File: src/core/pcb_pkg.sv
// What this block does
// registers take byte, word or dword; address register only as full dword
// multi-byte fields are little-endian: lowest byte lane holds least significant byte
// writes to read-only registers change nothing and have no side effect
// write-one-to-clear bits: 1 clears, 0 leaves the bit alone
// reserved config locations complete normally and read as zero
// software avoids writing reserved device-specific locations above offset 3Fh
// hard reset loads every internal config register with its default
// host software keeps address/data access pairs atomic between processors
// address register at I/O 0CF8h, resets to zero; partial access passes to PCI
// bit 31 of the address register enables configuration cycles
// bus 0 device 0 is served internally with no PCI cycle
// only function 0 is claimed; other functions give type 0 with no IDSEL
// data window at 0CFCh maps I/O into config space while enabled
// only mechanism #1, type 0 and type 1 cycles
// type 0: bits 10:2 to AD[10:2], device n asserts only AD[11+n]
// type 0 devices above 20 run with no IDSEL, ending in master abort
// nonzero bus: type 1, bits 23:2 to AD[23:2], AD[1:0]=01, rest zero
// each function holds at most 256 bytes addressed by dword register number
// data window accesses with enable clear pass to PCI as plain I/O
package pcb_pkg;
  // ==========================================================
  // host i/o map
  localparam logic [15:0] PCB_IO_CONF_ADDR = 16'h0CF8;
  localparam logic [15:0] PCB_IO_CONF_DATA = 16'h0CFC;
  localparam logic [31:0] PCB_CONF_ADDR_RST = 32'h0000_0000;
  localparam logic [31:0] PCB_CONF_ADDR_MASK = 32'h80FF_FFFC;
  localparam int PCB_EN_BIT = 31;
  localparam int PCB_MAX_DEV = 20;
  // ==========================================================
  // pci command codes
  localparam logic [3:0] PCB_CMD_IO_RD = 4'h2;
  localparam logic [3:0] PCB_CMD_IO_WR = 4'h3;
  localparam logic [3:0] PCB_CMD_CFG_RD = 4'hA;
  localparam logic [3:0] PCB_CMD_CFG_WR = 4'hB;
  localparam logic [1:0] PCB_TYPE1_CODE = 2'b01;
  // ==========================================================
  // own config space, dword indices
  localparam logic [5:0] PCB_IDX_ID = 6'h00;
  localparam logic [5:0] PCB_IDX_CMD_STS = 6'h01;
  localparam logic [5:0] PCB_IDX_CLASS = 6'h02;
  localparam logic [5:0] PCB_IDX_MISC = 6'h03;
  localparam logic [15:0] PCB_VENDOR_CODE = 16'h1F2E; // arbitrary value
  localparam logic [15:0] PCB_DEVICE_CODE = 16'h0A5C; // arbitrary value
  localparam logic [7:0] PCB_REVISION = 8'h01; // arbitrary value
  localparam logic [23:0] PCB_CLASS_CODE = 24'h06_0000;
  localparam logic [15:0] PCB_CMD_FIXED = 16'h0006;
  localparam logic [15:0] PCB_STS_FIXED = 16'h0280;
  localparam int PCB_CMD_PERR_BIT = 6;
  localparam int PCB_CMD_SERR_BIT = 8;
  localparam int PCB_STS_DPD_BIT = 8;
  localparam logic [4:0] PCB_MLT_RST = 5'h00;
  // ==========================================================
  // carriers
  typedef struct packed {
    logic req;
    logic wr;
    logic [15:0] addr;
    logic [3:0] be;
    logic [31:0] wdata;
  } pcb_host_req_s;
  typedef struct packed {
    logic [3:0] cmd;
    logic [31:0] addr;
    logic [3:0] be;
    logic [31:0] wdata;
  } pcb_pci_req_s;
  // hardware status events, one-cycle pulses
  typedef struct packed {
    logic parity_det;
    logic sys_err;
    logic master_abort;
    logic target_abort_rx;
    logic target_abort_tx;
    logic data_parity;
  } pcb_evt_s;
endpackage : pcb_pkg

File: src/core/pcb_cfg_regs.sv
`timescale 1ns/1ns
module pcb_cfg_regs import pcb_pkg::*; (
  input wire logic i_sys_clk,
  input wire logic i_reset,
  input wire logic i_wr_en,
  input wire logic [5:0] i_reg_idx,
  input wire logic [3:0] i_be,
  input wire logic [31:0] i_wdata,
  input wire pcb_evt_s i_evt,
  output logic [31:0] o_rdata,
  output logic o_perr_en,
  output logic o_serr_en,
  output logic [4:0] o_mlt
);
  // ==========================================================
  // state
  logic perr_en_q;
  logic serr_en_q;
  logic [4:0] mlt_q;
  logic [5:0] sts_q; // {parity, sys err, m abort, t abort rx, t abort tx, data parity}
  logic [5:0] sts_set;
  logic [5:0] sts_clr;
  logic [15:0] sts_word;
  logic [15:0] cmd_word;

  // write one-to-clear masks from byte lane 3
  always_comb begin
    sts_set = {i_evt.parity_det, i_evt.sys_err && serr_en_q, i_evt.master_abort,
               i_evt.target_abort_rx, i_evt.target_abort_tx, i_evt.data_parity && perr_en_q};
    sts_clr = 6'h00;
    if (i_wr_en && i_reg_idx == PCB_IDX_CMD_STS) begin
      if (i_be[3]) sts_clr[5:1] = i_wdata[31:27];
      if (i_be[3]) sts_clr[0] = i_wdata[24];
    end
  end

  // status flags, a set in the clear cycle wins
  always_ff @(posedge i_sys_clk or posedge i_reset) begin
    if (i_reset) begin
      sts_q <= 6'h00;
    end else begin
      sts_q <= (sts_q & ~sts_clr) | sts_set;
    end
  end

  // command and latency timer writes, lane by lane
  always_ff @(posedge i_sys_clk or posedge i_reset) begin
    if (i_reset) begin
      perr_en_q <= 1'b0;
      serr_en_q <= 1'b0;
      mlt_q <= PCB_MLT_RST;
    end else if (i_wr_en) begin
      if (i_reg_idx == PCB_IDX_CMD_STS && i_be[0]) perr_en_q <= i_wdata[PCB_CMD_PERR_BIT];
      if (i_reg_idx == PCB_IDX_CMD_STS && i_be[1]) serr_en_q <= i_wdata[PCB_CMD_SERR_BIT];
      if (i_reg_idx == PCB_IDX_MISC && i_be[1]) mlt_q <= i_wdata[15:11];
    end
  end

  // read mux; identity and class words ignore writes, indices above 03h read zero
  always_comb begin
    cmd_word = PCB_CMD_FIXED;
    cmd_word[PCB_CMD_PERR_BIT] = perr_en_q;
    cmd_word[PCB_CMD_SERR_BIT] = serr_en_q;
    sts_word = PCB_STS_FIXED | {sts_q[5:1], 11'h000};
    sts_word[PCB_STS_DPD_BIT] = sts_q[0];
    case (i_reg_idx)
      PCB_IDX_ID: o_rdata = {PCB_DEVICE_CODE, PCB_VENDOR_CODE};
      PCB_IDX_CMD_STS: o_rdata = {sts_word, cmd_word};
      PCB_IDX_CLASS: o_rdata = {PCB_CLASS_CODE, PCB_REVISION};
      PCB_IDX_MISC: o_rdata = {16'h0000, mlt_q, 3'b000, 8'h00};
      default: o_rdata = 32'h0000_0000;
    endcase
  end

  assign o_perr_en = perr_en_q;
  assign o_serr_en = serr_en_q;
  assign o_mlt = mlt_q;
endmodule : pcb_cfg_regs

File: src/core/pcb_bridge.sv
`timescale 1ns/1ns
module pcb_bridge import pcb_pkg::*; (
  input wire logic i_sys_clk,
  input wire logic i_reset,
  input wire pcb_host_req_s i_host,
  output logic o_io_ack,
  output logic [31:0] o_io_rdata,
  output logic o_pci_req,
  output pcb_pci_req_s o_pci,
  input wire logic i_pci_done,
  input wire logic [31:0] i_pci_rdata,
  input wire pcb_evt_s i_evt,
  output logic o_perr_en,
  output logic o_serr_en,
  output logic [4:0] o_mlt,
  output logic [31:0] o_conf_addr
);
  // ==========================================================
  // types and helpers
  typedef enum logic [1:0] {
    PCB_ST_IDLE = 2'b01,
    PCB_ST_PCI = 2'b10
  } pcb_state_e;

  // byte offset of the lowest enabled lane
  function automatic logic [1:0] first_lane(input logic [3:0] be);
    if (be[0]) first_lane = 2'd0;
    else if (be[1]) first_lane = 2'd1;
    else if (be[2]) first_lane = 2'd2;
    else first_lane = 2'd3;
  endfunction : first_lane

  // config cycle address from the address register
  function automatic logic [31:0] cfg_address(input logic [31:0] ca);
    logic [31:0] a;
    logic [4:0] dev;
    a = 32'h0000_0000;
    dev = ca[15:11];
    if (ca[23:16] != 8'h00) begin
      a = {8'h00, ca[23:2], PCB_TYPE1_CODE};
    end else begin
      a[10:2] = ca[10:2];
      if (dev != 5'd0 && dev <= 5'(PCB_MAX_DEV)) a[5'd11 + dev] = 1'b1;
    end
    cfg_address = a;
  endfunction : cfg_address

  // ==========================================================
  // decode of the current host request
  pcb_state_e state_q;
  logic [31:0] conf_addr_q;
  logic ack_q;
  logic [31:0] rdata_q;
  logic pci_req_q;
  pcb_pci_req_s pci_q;
  logic at_addr;
  logic at_data;
  logic addr_dword;
  logic cfg_en;
  logic own_target;
  logic take;
  logic own_acc;
  logic addr_acc;
  logic [31:0] own_rdata;

  always_comb begin
    take = i_host.req && state_q == PCB_ST_IDLE;
    at_addr = i_host.addr[15:2] == PCB_IO_CONF_ADDR[15:2];
    at_data = i_host.addr[15:2] == PCB_IO_CONF_DATA[15:2];
    addr_dword = i_host.be == 4'hF;
    cfg_en = conf_addr_q[PCB_EN_BIT];
    own_target = conf_addr_q[23:16] == 8'h00 && conf_addr_q[15:8] == 8'h00;
    addr_acc = take && at_addr && addr_dword;
    own_acc = take && at_data && cfg_en && own_target;
  end

  // ==========================================================
  // address register, dword access only
  always_ff @(posedge i_sys_clk or posedge i_reset) begin
    if (i_reset) begin
      conf_addr_q <= PCB_CONF_ADDR_RST;
    end else if (addr_acc && i_host.wr) begin
      conf_addr_q <= i_host.wdata & PCB_CONF_ADDR_MASK;
    end
  end

  // ==========================================================
  // own config registers, register number picks the dword
  pcb_cfg_regs u_cfg_regs (
    .i_sys_clk(i_sys_clk),
    .i_reset(i_reset),
    .i_wr_en(own_acc && i_host.wr),
    .i_reg_idx(conf_addr_q[7:2]),
    .i_be(i_host.be),
    .i_wdata(i_host.wdata),
    .i_evt(i_evt),
    .o_rdata(own_rdata),
    .o_perr_en(o_perr_en),
    .o_serr_en(o_serr_en),
    .o_mlt(o_mlt)
  );

  // ==========================================================
  // sequencer: local answers in one cycle, pci accesses wait for done
  always_ff @(posedge i_sys_clk or posedge i_reset) begin
    if (i_reset) begin
      state_q <= PCB_ST_IDLE;
    end else begin
      case (state_q)
        PCB_ST_IDLE: begin
          if (take && !addr_acc && !own_acc) state_q <= PCB_ST_PCI;
        end
        PCB_ST_PCI: begin
          if (i_pci_done) state_q <= PCB_ST_IDLE;
        end
        default: state_q <= PCB_ST_IDLE;
      endcase
    end
  end

  // pci request build; mechanism #1 only, everything else is plain i/o
  always_ff @(posedge i_sys_clk or posedge i_reset) begin
    if (i_reset) begin
      pci_req_q <= 1'b0;
      pci_q <= '0;
    end else if (take && !addr_acc && !own_acc) begin
      pci_req_q <= 1'b1;
      pci_q.be <= i_host.be;
      pci_q.wdata <= i_host.wdata;
      if (at_data && cfg_en) begin
        pci_q.cmd <= i_host.wr ? PCB_CMD_CFG_WR : PCB_CMD_CFG_RD;
        pci_q.addr <= cfg_address(conf_addr_q);
      end else begin
        pci_q.cmd <= i_host.wr ? PCB_CMD_IO_WR : PCB_CMD_IO_RD;
        pci_q.addr <= {16'h0000, i_host.addr[15:2], first_lane(i_host.be)};
      end
    end else if (state_q == PCB_ST_PCI && i_pci_done) begin
      pci_req_q <= 1'b0;
    end
  end

  // host answer: one-cycle ack with registered read data
  always_ff @(posedge i_sys_clk or posedge i_reset) begin
    if (i_reset) begin
      ack_q <= 1'b0;
      rdata_q <= 32'h0000_0000;
    end else begin
      ack_q <= addr_acc || own_acc || (state_q == PCB_ST_PCI && i_pci_done);
      if (addr_acc) begin
        rdata_q <= conf_addr_q;
      end else if (own_acc) begin
        rdata_q <= own_rdata;
      end else if (state_q == PCB_ST_PCI && i_pci_done) begin
        rdata_q <= i_pci_rdata;
      end
    end
  end

  assign o_io_ack = ack_q;
  assign o_io_rdata = rdata_q;
  assign o_pci_req = pci_req_q;
  assign o_pci = pci_q;
  assign o_conf_addr = conf_addr_q;
endmodule : pcb_bridge

File: config.mk
export PLATFORM = sky130hd
export DESIGN_NAME = pcb_bridge
export DESIGN_NICKNAME = d
export VERILOG_FILES = /design/src/core/pcb_pkg.sv /design/src/core/pcb_cfg_regs.sv /design/src/core/pcb_bridge.sv
export SDC_FILE = /design/constraint.sdc
export NUM_CORES = 1
export LEC_CHECK = 0
export ABC_AREA = 0
export CAP_MARGIN = 10
export CORE_MARGIN = 4
export CORE_UTILIZATION = 63
export DETAILED_ROUTE_END_ITERATION = 10
export DONT_BUFFER_PORTS = 1
export PLACE_DENSITY = 0.79
export SLEW_MARGIN = 20
export SYNTH_ARGS = -nofsm -noshare
export SYNTH_HDL_FRONTEND = slang
export SYNTH_HIERARCHICAL = 1
export SYNTH_SLANG_ARGS = --single-unit
File: constraint.sdc
create_clock -name i_sys_clk -period 4.6 [get_ports i_sys_clk]
set_input_delay 0.23 -clock i_sys_clk [delete_from_list [all_inputs] [get_ports i_sys_clk]]
set_output_delay 0.23 -clock i_sys_clk [all_outputs]
set_load 0.1 [all_outputs]
# [Word-level counts from Yosys, hierarchy flattened]
# Cells that the tools add are included.
[totals] regBits=144 word_cells=89 output_inout_bits=145
[op_classes] n_lt_le_gt_ge=3 n_eq_ne=10 n_bitwise=4 reduce_logical=36 n_addsub=1 n_mux=22
[ops] cell="$mux 32" count=5
[ops] cell="$pmux 32 s4" count=1
[ops] cell="$mux 36" count=1
[ops] cell="$or 11x32->32" count=1
[ops] cell="$eq 14x10->1 const B" count=2
[ops] cell="$logic_and 1x1->1" count=21
[ops] cell="$logic_not 8->1" count=2
[ops] cell="$eq 6x2->1 const B" count=2
[ops] cell="$mux 2" count=4
[ops] cell="$reduce_and 2->1" count=4
[ops] cell="$reduce_bool 8->1" count=1
[ops] cell="$mux 1" count=7
[ops] cell="$and 6x6->6" count=1
[ops] cell="$eq 6x1->1 const B" count=1
[ops] cell="$logic_not 6->1" count=1
[ops] cell="$lt 5x6->1 const B" count=1
[ops] cell="$mux 6" count=1
[ops] cell="$not 6->6" count=1
[ops] cell="$or 6x6->6" count=1
[ops] cell="$add 4x5->5 const A" count=1
[ops] cell="$demux 1 s5" count=1
[ops] cell="$ge 5x1->1 const B" count=1
[ops] cell="$le 5x5->1 const B" count=1
[ops] cell="$mux 5" count=1
[ops] cell="other kinds (11)" count=13

# [Logic depth before layout (Yosys ltp)]
# Gate-level depths: netlist of run 1.
[depth] depth_word=11 mapped_depth=8 depth_no_buf=7

# [Cells and area by module]
# The synthesis of run 1 kept the hierarchy.
[modules_own_cells] module="pcb_bridge" cells_per_inst=479 seq_area_each_um2=3254.4 area_per_inst_um2=5954.5 n_inst=1
[modules_own_cells] module="pcb_cfg_regs" cells_per_inst=91 seq_area_each_um2=325.3 area_per_inst_um2=837.1 n_inst=1

# [Least setup slack after synthesis of run 1]
# OpenSTA, ideal clock, no wires.
[synth_path] kind="register to register" start="register conf_addr_q[20] (netlist: o_conf_addr[20])" end="register u_cfg_regs.mlt_q[0] (netlist: u_cfg_regs/o_mlt[0])" setup_slack_ps=1606 arrival_ps=2869 path_stages_with_launch=9 path_cell_list="dfrtp_1 or4_1 buf_2 nor3_1 and4b_1 and2_1 nand2_1 nor3_4 mux2_2"
[synth_between] elab_chain_len=5
[synth_lines] item="start, declared" line="pcb_bridge.sv:51" text="logic [31:0] conf_addr_q;"
[synth_lines] item="start signal, assigned" line="pcb_bridge.sv:83" text="conf_addr_q <= i_host.wdata & PCB_CONF_ADDR_MASK;"
[synth_lines] item="$logic_not 8->1" line="pcb_bridge.sv:72" text="own_target = conf_addr_q[23:16] == 8'h00 && conf_addr_q[15:8] == 8'h00;"
[synth_lines] item="$logic_and 1x1->1" line="pcb_bridge.sv:72"
[synth_lines] item="$logic_and 1x1->1" line="pcb_bridge.sv:74" text="own_acc = take && at_data && cfg_en && own_target;"
[synth_lines] item="$logic_and 1x1->1" line="pcb_bridge.sv:92" text=".i_wr_en(own_acc && i_host.wr),"
[synth_lines] item="$reduce_and 2->1 (no source line)"
[synth_lines] item="end signal, assigned" line="pcb_cfg_regs.sv:55" text="if (i_reg_idx == PCB_IDX_MISC && i_be[1]) mlt_q <= i_wdata[15:11];"
[synth_lines] item="end, declared" line="pcb_cfg_regs.sv:19" text="logic [4:0] mlt_q;"
# No other way between the ends.
# A chain may end at the register's enable or synchronous reset.

# [Worst setup path in the final report of run 1]
[layout_path] start="register conf_addr_q[22] (netlist: o_conf_addr[22])" end="register pci_q, in the netlist o_pci[37]"
[layout_between] elab_chain_len=5 elab_cells_between_ends=8 classes_between="mux: 2; reduce/logical: 6"
[layout_lines] item="$logic_not 8->1" line="pcb_bridge.sv:72"
[layout_lines] item="$logic_and 1x1->1" line="pcb_bridge.sv:72"
[layout_lines] item="$logic_and 1x1->1" line="pcb_bridge.sv:74"
[layout_lines] item="$logic_not 1->1" line="pcb_bridge.sv:126" text="end else if (take && !addr_acc && !own_acc) begin"
[layout_lines] item="$logic_and 1x1->1" line="pcb_bridge.sv:126"
[layout_lines] item="end, declared" line="pcb_bridge.sv:55" text="pcb_pci_req_s pci_q;"
# Parallel ways exist; a longest one is shown, timed or not.

==> impl_summary.md, run 1 <==
Outcome
The flow ran to the end, and the final reports show no timing, DRC or antenna violations.

GRT
The first-pass GRT wire length is ~34000 µm. The total overflow left after global routing is 0. The total global routing track utilization is 0.347.

The number of antenna violations at the first check in global routing is 1. The largest net degree at the start of global routing is 75. The number of global-route vias before repair came to 5924.

Clocking
The TritonCTS clock tree is yes. The number of setup buffers added after CTS is 0. The clock reaches the later pin of the worst-skew pair after 0.53 ns. For this design, the CTS-stage hold fixing added 94 buffers.

The quantity of gates resized following cts is 0. The cell sitting at the root of the clock tree is a clkbuf_8. The clock sink total is 143. TritonCTS created 17 clock buffers. The H-tree generated during clock tree synthesis spans 4 levels.

The CTS clock-pin slew for the worst setup and hold paths is roughly 0.060 ns. In this run the deepest clock path goes through 2 buffers.

Die
The initial standard-cell utilization of the core is 0.652. The die span in x is 112 µm. The die covers 0.0125 mm². The I/O pin count is 240. The count of standard-cell rows is 37.

In this run the standard cell core region covers 0.0104 mm². In this run the vertical extent of the chip is about 110 µm.

STA
The number of slew-limit violations in the final report is 0. Counting I/O delays and the setup requirement, the final critical path takes 3.81 ns. Summed over all failing endpoints, the final setup total negative slack is 0 ns. Setup repair after global routing left no endpoint under its margin.

The worst-case clock skew is 0.00711 ns. The portion of the clock cycle consumed by the worst path in the final layout is 0.827. The final number of hold-violating endpoints came to 0. The timing-limited maximum frequency is 0.263 GHz. The worst slew slack as a fraction of its limit is 0.232. The number of setup violations in the final report is 0. The slew at the pin closest to its max-slew limit is 1.15 ns.

Pwr
For this design the ratio of total power to cell area is 768 mW/mm². The worst voltage drop across the vdd grid is ~0.00060 V. For this design the static power due to leakage is 0.00368 µW.

Routing
For this block, the initial DRC count from the detailed router was 666. The final routed wire length divided by cell count is 26.9 µm. The routed via count divided by cell count is between 6 and 7.

The pre-antenna-repair detailed-routing pass consisted of 7 iterations. The final layout contains routed wiring with a total length of 21700 µm. After detailed routing, the number of remaining DRC violations is 0.

The routed layout has ~5500 vias. The remaining number of nets flagged by the antenna check after routing is 0.

Logic synthesis
The synthesis warning total is 6. In the synthesized netlist the dominant register cell turns out to be dfrtp_1. The post-synthesis cell type with the largest combined area is dfrtp_1. By count the netlist is led by 142 x dfrtp_1, 48 x o21ai_0, 38 x mux2_2, 27 x mux2_1, 25 x buf_4. After synthesis, the share of flip-flops with an asynchronous set or reset is 1.00. The count of mapped cells out of synthesis is 570. The mean instance size in the synthesized netlist is between 10 and 15 µm². By instance count, the leading cell after synthesis is dfrtp_1. The share of synthesized area in the top cell type comes to 0.523. Counting flops and latches in the post-synthesis netlist gives 143. The post-synthesis instance area is 0.00679 mm². The synthesized netlist contains just under 60 unique library cells.

By area the synthesized netlist is led by dfrtp_1 52%, mux2_2 6.3%, mux2_1 4.5%. The sequential fraction of the synthesis area is 0.527. The count of flip-flops with a built-in enable after synthesis is 0.

Critical path
The arrival time at the worst endpoint is 4.20 ns. The critical path in this run is classified as reg2reg. STA puts the critical path data required time at about 5.0 ns. The worst register-to-register path has a depth of 8.

The start of the worst register-to-register path is o_conf_addr[22]. STA classifies the critical path endpoint as a flop. The terminus of the critical flop-to-flop path is o_pci[37]. Along the worst path, the maximum fanout reaches 22. The worst setup path is launched from a flop. The worst register-to-register path has a setup slack of 0.79 ns.

Placement
The count of buffers added on input and output ports is 0. The HPWL after detailed placement is 14000 µm. Routability-driven placement finished with a final weighted congestion of 0.898.

Run
Max-cap violations in this run came to 0.

Layout
The proportion of layout cells with a drive suffix above 1 is 0.188. The final cell utilization of the core is 0.805. After the last flow step, the layout net total stands at approximately 760.

The number of antenna diodes in the final layout is 0. From synthesis to final layout, the design area changed by 23.5%.

Worst hold path
The worst hold path passes through 3 cells. The launch point of the worst hold path is i_host[32]. For hold timing, the worst endpoint is u_cfg_regs/o_perr_en.

In this run the worst hold path is classified as in2reg.
## metrics by stage
step,hold slack [ns],std cells,cell area (µm²),power (µW),setup slack [ns]
finish,0.0476,807,8390,6440,0.795
CTS,0.0252,807,8390,6410,0.948
global route,0.0518,807,8390,6580,0.668
floorplan,0.107,583,6840,4800,0.902
global placement,0.191,683,6850,4920,1.26
detailed placement,0.215,683,6850,4980,1.17
## worst max-delay path by stage
stage,slack [ns],from,depth (start not counted),endpoint
after CTS,0.95,o_conf_addr[22],8,o_pci[37]
after global routing,0.67,o_conf_addr[22],8,o_pci[37]
after global placement,1.26,o_conf_addr[22],7,o_pci[9]
final,0.79,o_conf_addr[22],8,o_pci[37]
after floorplan,0.90,i_reset,1,o_conf_addr[10]
after detailed placement,1.17,o_conf_addr[22],7,o_pci[15]
## registers in the layout (all words and copies together) (netlist names)
register	flops
o_conf_addr	23
o_io_ack	1
o_io_rdata	32
o_pci	71
o_pci_req	1
state_q	2
u_cfg_regs/o_mlt	5
u_cfg_regs/o_perr_en	1
u_cfg_regs/o_serr_en	1
u_cfg_regs/sts_q	6
## metal layers
metal | routed length (µm) | up-vias | global-route usage
met1 | 7600 | 2741 | 0.402
li1 | - | 2261 | -
met5 | 15 | - | 0
met4 | 1000 | 2 | 0.166
met3 | 2390 | 83 | 0.121
met2 | 10700 | 408 | 0.578
## worst max-delay path, stage by stage (launching register included)
cell	delay, ns
dfrtp_1	0.37
buf_4	0.25
or4_1	0.66
nor4_4	0.36
nand4b_2	0.49
nand2b_2	0.50
buf_4	0.34
o41ai_1	0.10
dlygate4sd3_1	0.60
## layout by cell type, fill, tap and decap left out, types with 4 or more instances in the layout
cell	n
a31oi_1	7
inv_1	12
conb_1	15
clkbuf_16	16
nor2_1	23
a21oi_1	11
a221o_1	24
mux2_4	9
a211oi_1	9
and2_1	11
o31ai_1	15
nand2b_1	5
buf_4	29
o21ai_0	48
nor4b_1	4
nand2_1	9
o21ai_1	6
nand3_1	6
dfrtp_1	142
a22o_1	22
nor4_1	4
mux2_2	38
nor2b_1	7
clkbuf_8	4
nor3_1	8
mux2i_1	12
dlygate4sd3_1	94
mux2_1	27
## cell type report
type / instances / area [µm²]
flip-flops and latches: 143 / 3580
multi-input cells: 362 / 2830
fillers: 580 / 2030
repair buffers: 123 / 1160
clock buffers: 20 / 455
well taps: 136 / 170
clock inverters: 10 / 136
inverters: 13 / 53.8
## report_power, final
group	total (µW)	switching [µW]	internal, µW
Sequential	4400	2860	1540
Clock	1380	520	862
Combinational	661	318	342
## cells by family (layout without fill, tap and decap cells)
logic type / count (synthesis) / in the layout / synth area share
other: 2 / 15 / 0.00111
buffers and inverters: 78 / 166 / 0.0672
DFF: 143 / 143 / 0.527
and+or+nand+nor: 110 / 110 / 0.104
AOI/OAI and AO/OA: 151 / 151 / 0.155
muxes: 86 / 86 / 0.145
Note: power is estimated with default switching activity, not from simulation.
==> run 2, diff against run 1 <==
==> constraint.sdc (replaced) <==
create_clock -name i_sys_clk -period 4 [get_ports i_sys_clk]
set_input_delay 0.2 -clock i_sys_clk [delete_from_list [all_inputs] [get_ports i_sys_clk]]
set_output_delay 0.2 -clock i_sys_clk [all_outputs]
set_load 0.1 [all_outputs]
==> run 2 against run 1 <==
  * Global-route usage up 0.084 points
  * Maximum frequency up 5.2%
  * Final area up 0.16%
  * First-iteration DRC count down 16%
  * Non-clock buffer count down 1
  * Cell count up 0.12%
  * Clock-buffer cell count unchanged
  * Sequential power up 15%
  * Critical endpoint is now u_cfg_regs/sts_q[3]
  * Largest cell class unchanged
==> impl_summary.md, run 2 (synthesis results as in run 1) <==
Pwr
The design internal power was 3200 µW (+17%). The leakage dissipation is 0.00368 µW (about the same). The worst voltage drop across the vdd grid is 0.000929 V (+55%). The net switching component of the power is 4270 µW (+15%). The power share of the sequential group was 0.678 (-0.005). The switching share of total power is 0.571 (-0.00246). The clock share of power is 0.222 (+0.008). The total power density per cell area is 889 mW/mm² (+16%). The fraction of power consumed by combinational cells is 0.100 (-0.003).

GRT
The total global routing track utilization came to 0.348 (+0.000835). The first-pass GRT wire length is 33500 µm (-0.84%). The number of antenna violations at the first check in global routing is 0 (-1). The aggregate global routing overflow is 0 (unchanged).

The largest net degree at the start of global routing is 99 (+32%). The number of global-route vias before repair is 5792 (-2.2%).

Layout
Leaving out fill and tap cells, the most frequent cell in the layout is dfrtp_1. The number of nets in the final layout came to 754 (-0.13%). In the layout the commonest cells are 142 x dfrtp_1, 92 x dlygate4sd3_1, 48 x o21ai_0.

The antenna diode instance count is 0 (unchanged). Relative to the synthesized area, the layout overhead comes to 23.7%. The proportion of layout cells with a drive suffix above 1 is 0.189 (+0.00121).

The summed area of non-filler cells in the final layout is 0.00840 mm² (+0.16%). The number of flip-flops under the largest register name is 71 (unchanged).

Routing
The met3 routed wirelength is 2640 µm (+11%). The violation count after the first detailed-route iteration is 558 (-16%). The met2 routed wirelength is 10300 µm (-3.6%). The routed via count divided by cell count is 6.86 (+0.75%). The total number of vias is 5543 (+0.87%). The detailed-routing wirelength on met1 is 7070 µm (-6.9%).

The length of the first detailed-routing pass in iterations was 5 (-2). The DRC violation count after routing is 0 (unchanged). The remaining number of nets flagged by the antenna check after routing is 0 (unchanged).

The final routed wire length divided by cell count was 26.5 µm (-1.7%). Signal routing reaches up to met4. The overall routed net length is 21400 µm (-1.5%).

Clocking
The number of CTS-inserted buffers is 17 (unchanged). In this run the clock root is driven by a clkbuf_8. The clock sink total is 143 (unchanged).

The quantity of gates resized following cts came to 0 (unchanged). The maximum root-to-sink buffer count came to 2 (unchanged). The CTS clock-pin slew for the worst setup and hold paths is 0.07 ns (about the same). The clock latency of the later-clocked register in the worst-skew pair came to 0.54 ns (about the same). TritonCTS built the clock tree.

The number of H-tree levels came to 4 (unchanged). The number of setup buffers added after CTS is 0 (unchanged). The count of hold buffers inserted by post-cts repair came to 92 (-2.1%).

Critical path
The worst setup path is launched from a flop. The sort of element at the end of the critical path is a flop. The critical path class is reg2reg. The arrival time at the worst endpoint is 4.04 ns (-0.16 ns). The number of buffer and inverter stages on the critical path is 1 (-2). Broken down by cell family, the worst path's largest delay share belongs to simple AND/OR/NAND/NOR gates. The cell at the slowest stage of the critical path is or4_1. The most common cell type on the critical path is nor3_1. The critical path required time is 4.42 ns (-0.58 ns). The largest stage delay on the critical path is 0.69 ns (+0.03 ns).

Walking the worst path, the cells encountered are or4_1 > nor3_1 > and4b_1 > and2_1 > nand2_1 > nor3_1 > a31oi_1 > dlygate4sd3_1. The maximum fanout along the worst path came to 6 (-73%).

Die
The die span in x was 112 µm (unchanged). The count of standard-cell rows is 37 (unchanged). The I/O pin count is 240 (unchanged).

The area inside the core boundary is 0.0104 mm² (unchanged). The die area is 0.0125 mm² (unchanged). The initial standard-cell utilization of the core is 0.652 (unchanged). The height of the chip is 112 µm (unchanged).

Placement
The final weighted congestion in routability-driven placement is 0.881 (-2.0%). The total cell area at the placement stage was 0.00686 mm² (+0.11%). The half-perimeter wire length after detailed placement came to 13800 µm (-1.3%). The quantity of I/O buffers inserted on ports is 0 (unchanged).

Worst hold path
In this run the worst hold path is classified as in2reg.

STA
The timing-limited maximum frequency is 0.277 GHz (+5.2%). The number of setup violations in the final report is 0 (unchanged). The portion of the clock cycle consumed by the worst path in the final layout is 0.904 (+0.0768).

Setup repair after global routing left no endpoint under its margin. The post-route setup TNS was 0 ns (unchanged). The number of slew-limit violations in the final report was 0 (unchanged).

The slew at the pin closest to its max-slew limit was 1.03 ns (-0.126 ns). The final-layout worst hold slack is 0.0444 ns (-0.00320 ns). The worst slew slack as a fraction of its limit came to 0.316 (+0.0843). The final number of hold-violating endpoints is 0 (unchanged). The post-layout minimum cycle time is 3.62 ns (-0.189 ns). The worst-case clock skew is 0.0106 ns (+0.00353 ns).

Outcome
The flow ran to the end, and the final reports show no timing, DRC or antenna violations.

Run
The number of violations of the max-capacitance limit is 0 (unchanged).
==> run 2: changes by cell type in the layout (fill, tap and decap cells not counted), moves of 2 or more <==
cell | previous run | this run
clkbuf_1 | 0 | 2
clkbuf_8 | 4 | 2
clkinv_2 | 3 | 1
dlygate4sd3_1 | 94 | 92
inv_6 | 2 | 4
==> run 2: worst register-to-register path: cells and delay by family (launching register included) <==
kind | cells | cell delay [ns]
compound gates | 1 | 0.22
flops | 1 | 0.38
simple gates | 6 | 2.31
buf+inv | 1 | 0.60
==> run 2: final timing paths <==
check | startpoint | end | slack [ns] | cells after the start
max in group asynchronous | i_reset | o_io_rdata[15] | 2.69 | 3
worst min register to register | u_cfg_regs/sts_q[4] | u_cfg_regs/sts_q[4] | 0.56 | 1
worst max-delay path | o_conf_addr[20] | u_cfg_regs/sts_q[3] | 0.38 | 8
min in group asynchronous | i_reset | u_cfg_regs/o_perr_en | 0.28 | 2
worst max register to register | o_conf_addr[20] | u_cfg_regs/sts_q[3] | 0.38 | 8
worst min-delay path | i_host[35] | u_cfg_regs/sts_q[4] | 0.04 | 3
==> run 2: routing by layer <==
layer,track usage,up-vias
met5,0,-
met4,0.209,0
met3,0.133,118
met2,0.563,471
met1,0.391,2687
li1,-,2267
==> run 2: final cells by class <==
| class | instances | area [µm²] |
|---|---|---|
| flip-flops and latches | 143 | 3580 |
| multi-input cells | 362 | 2830 |
| fillers | 547 | 2020 |
| repair buffers | 122 | 1150 |
| clock buffers | 20 | 435 |
| clock inverters | 12 | 183 |
| well taps | 136 | 170 |
| inverters | 13 | 53.8 |
==> run 2: per-stage QoR <==
stage | setup slack (ns) | std cells | util | total power (µW)
floorplan | 0.332 | 583 | - | 5520
global placement | 0.856 | 684 | 0.659 | 5660
detailed placement | 0.766 | 684 | 0.659 | 5710
CTS | 0.566 | 808 | 0.806 | 7450
global route | 0.345 | 808 | 0.806 | 7650
finish | 0.384 | 808 | 0.806 | 7470
==> run 2: power groups by stage <==
| stage | clock network (µW) | logic, µW | registers [µW] |
|---|---|---|---|
| global route | 1740 | 815 | 5090 |
| global placement | 0 | 605 | 5050 |
| floorplan | 0 | 580 | 4940 |
| finish | 1660 | 749 | 5060 |
| CTS | 1670 | 731 | 5050 |
| detailed placement | 0 | 648 | 5070 |
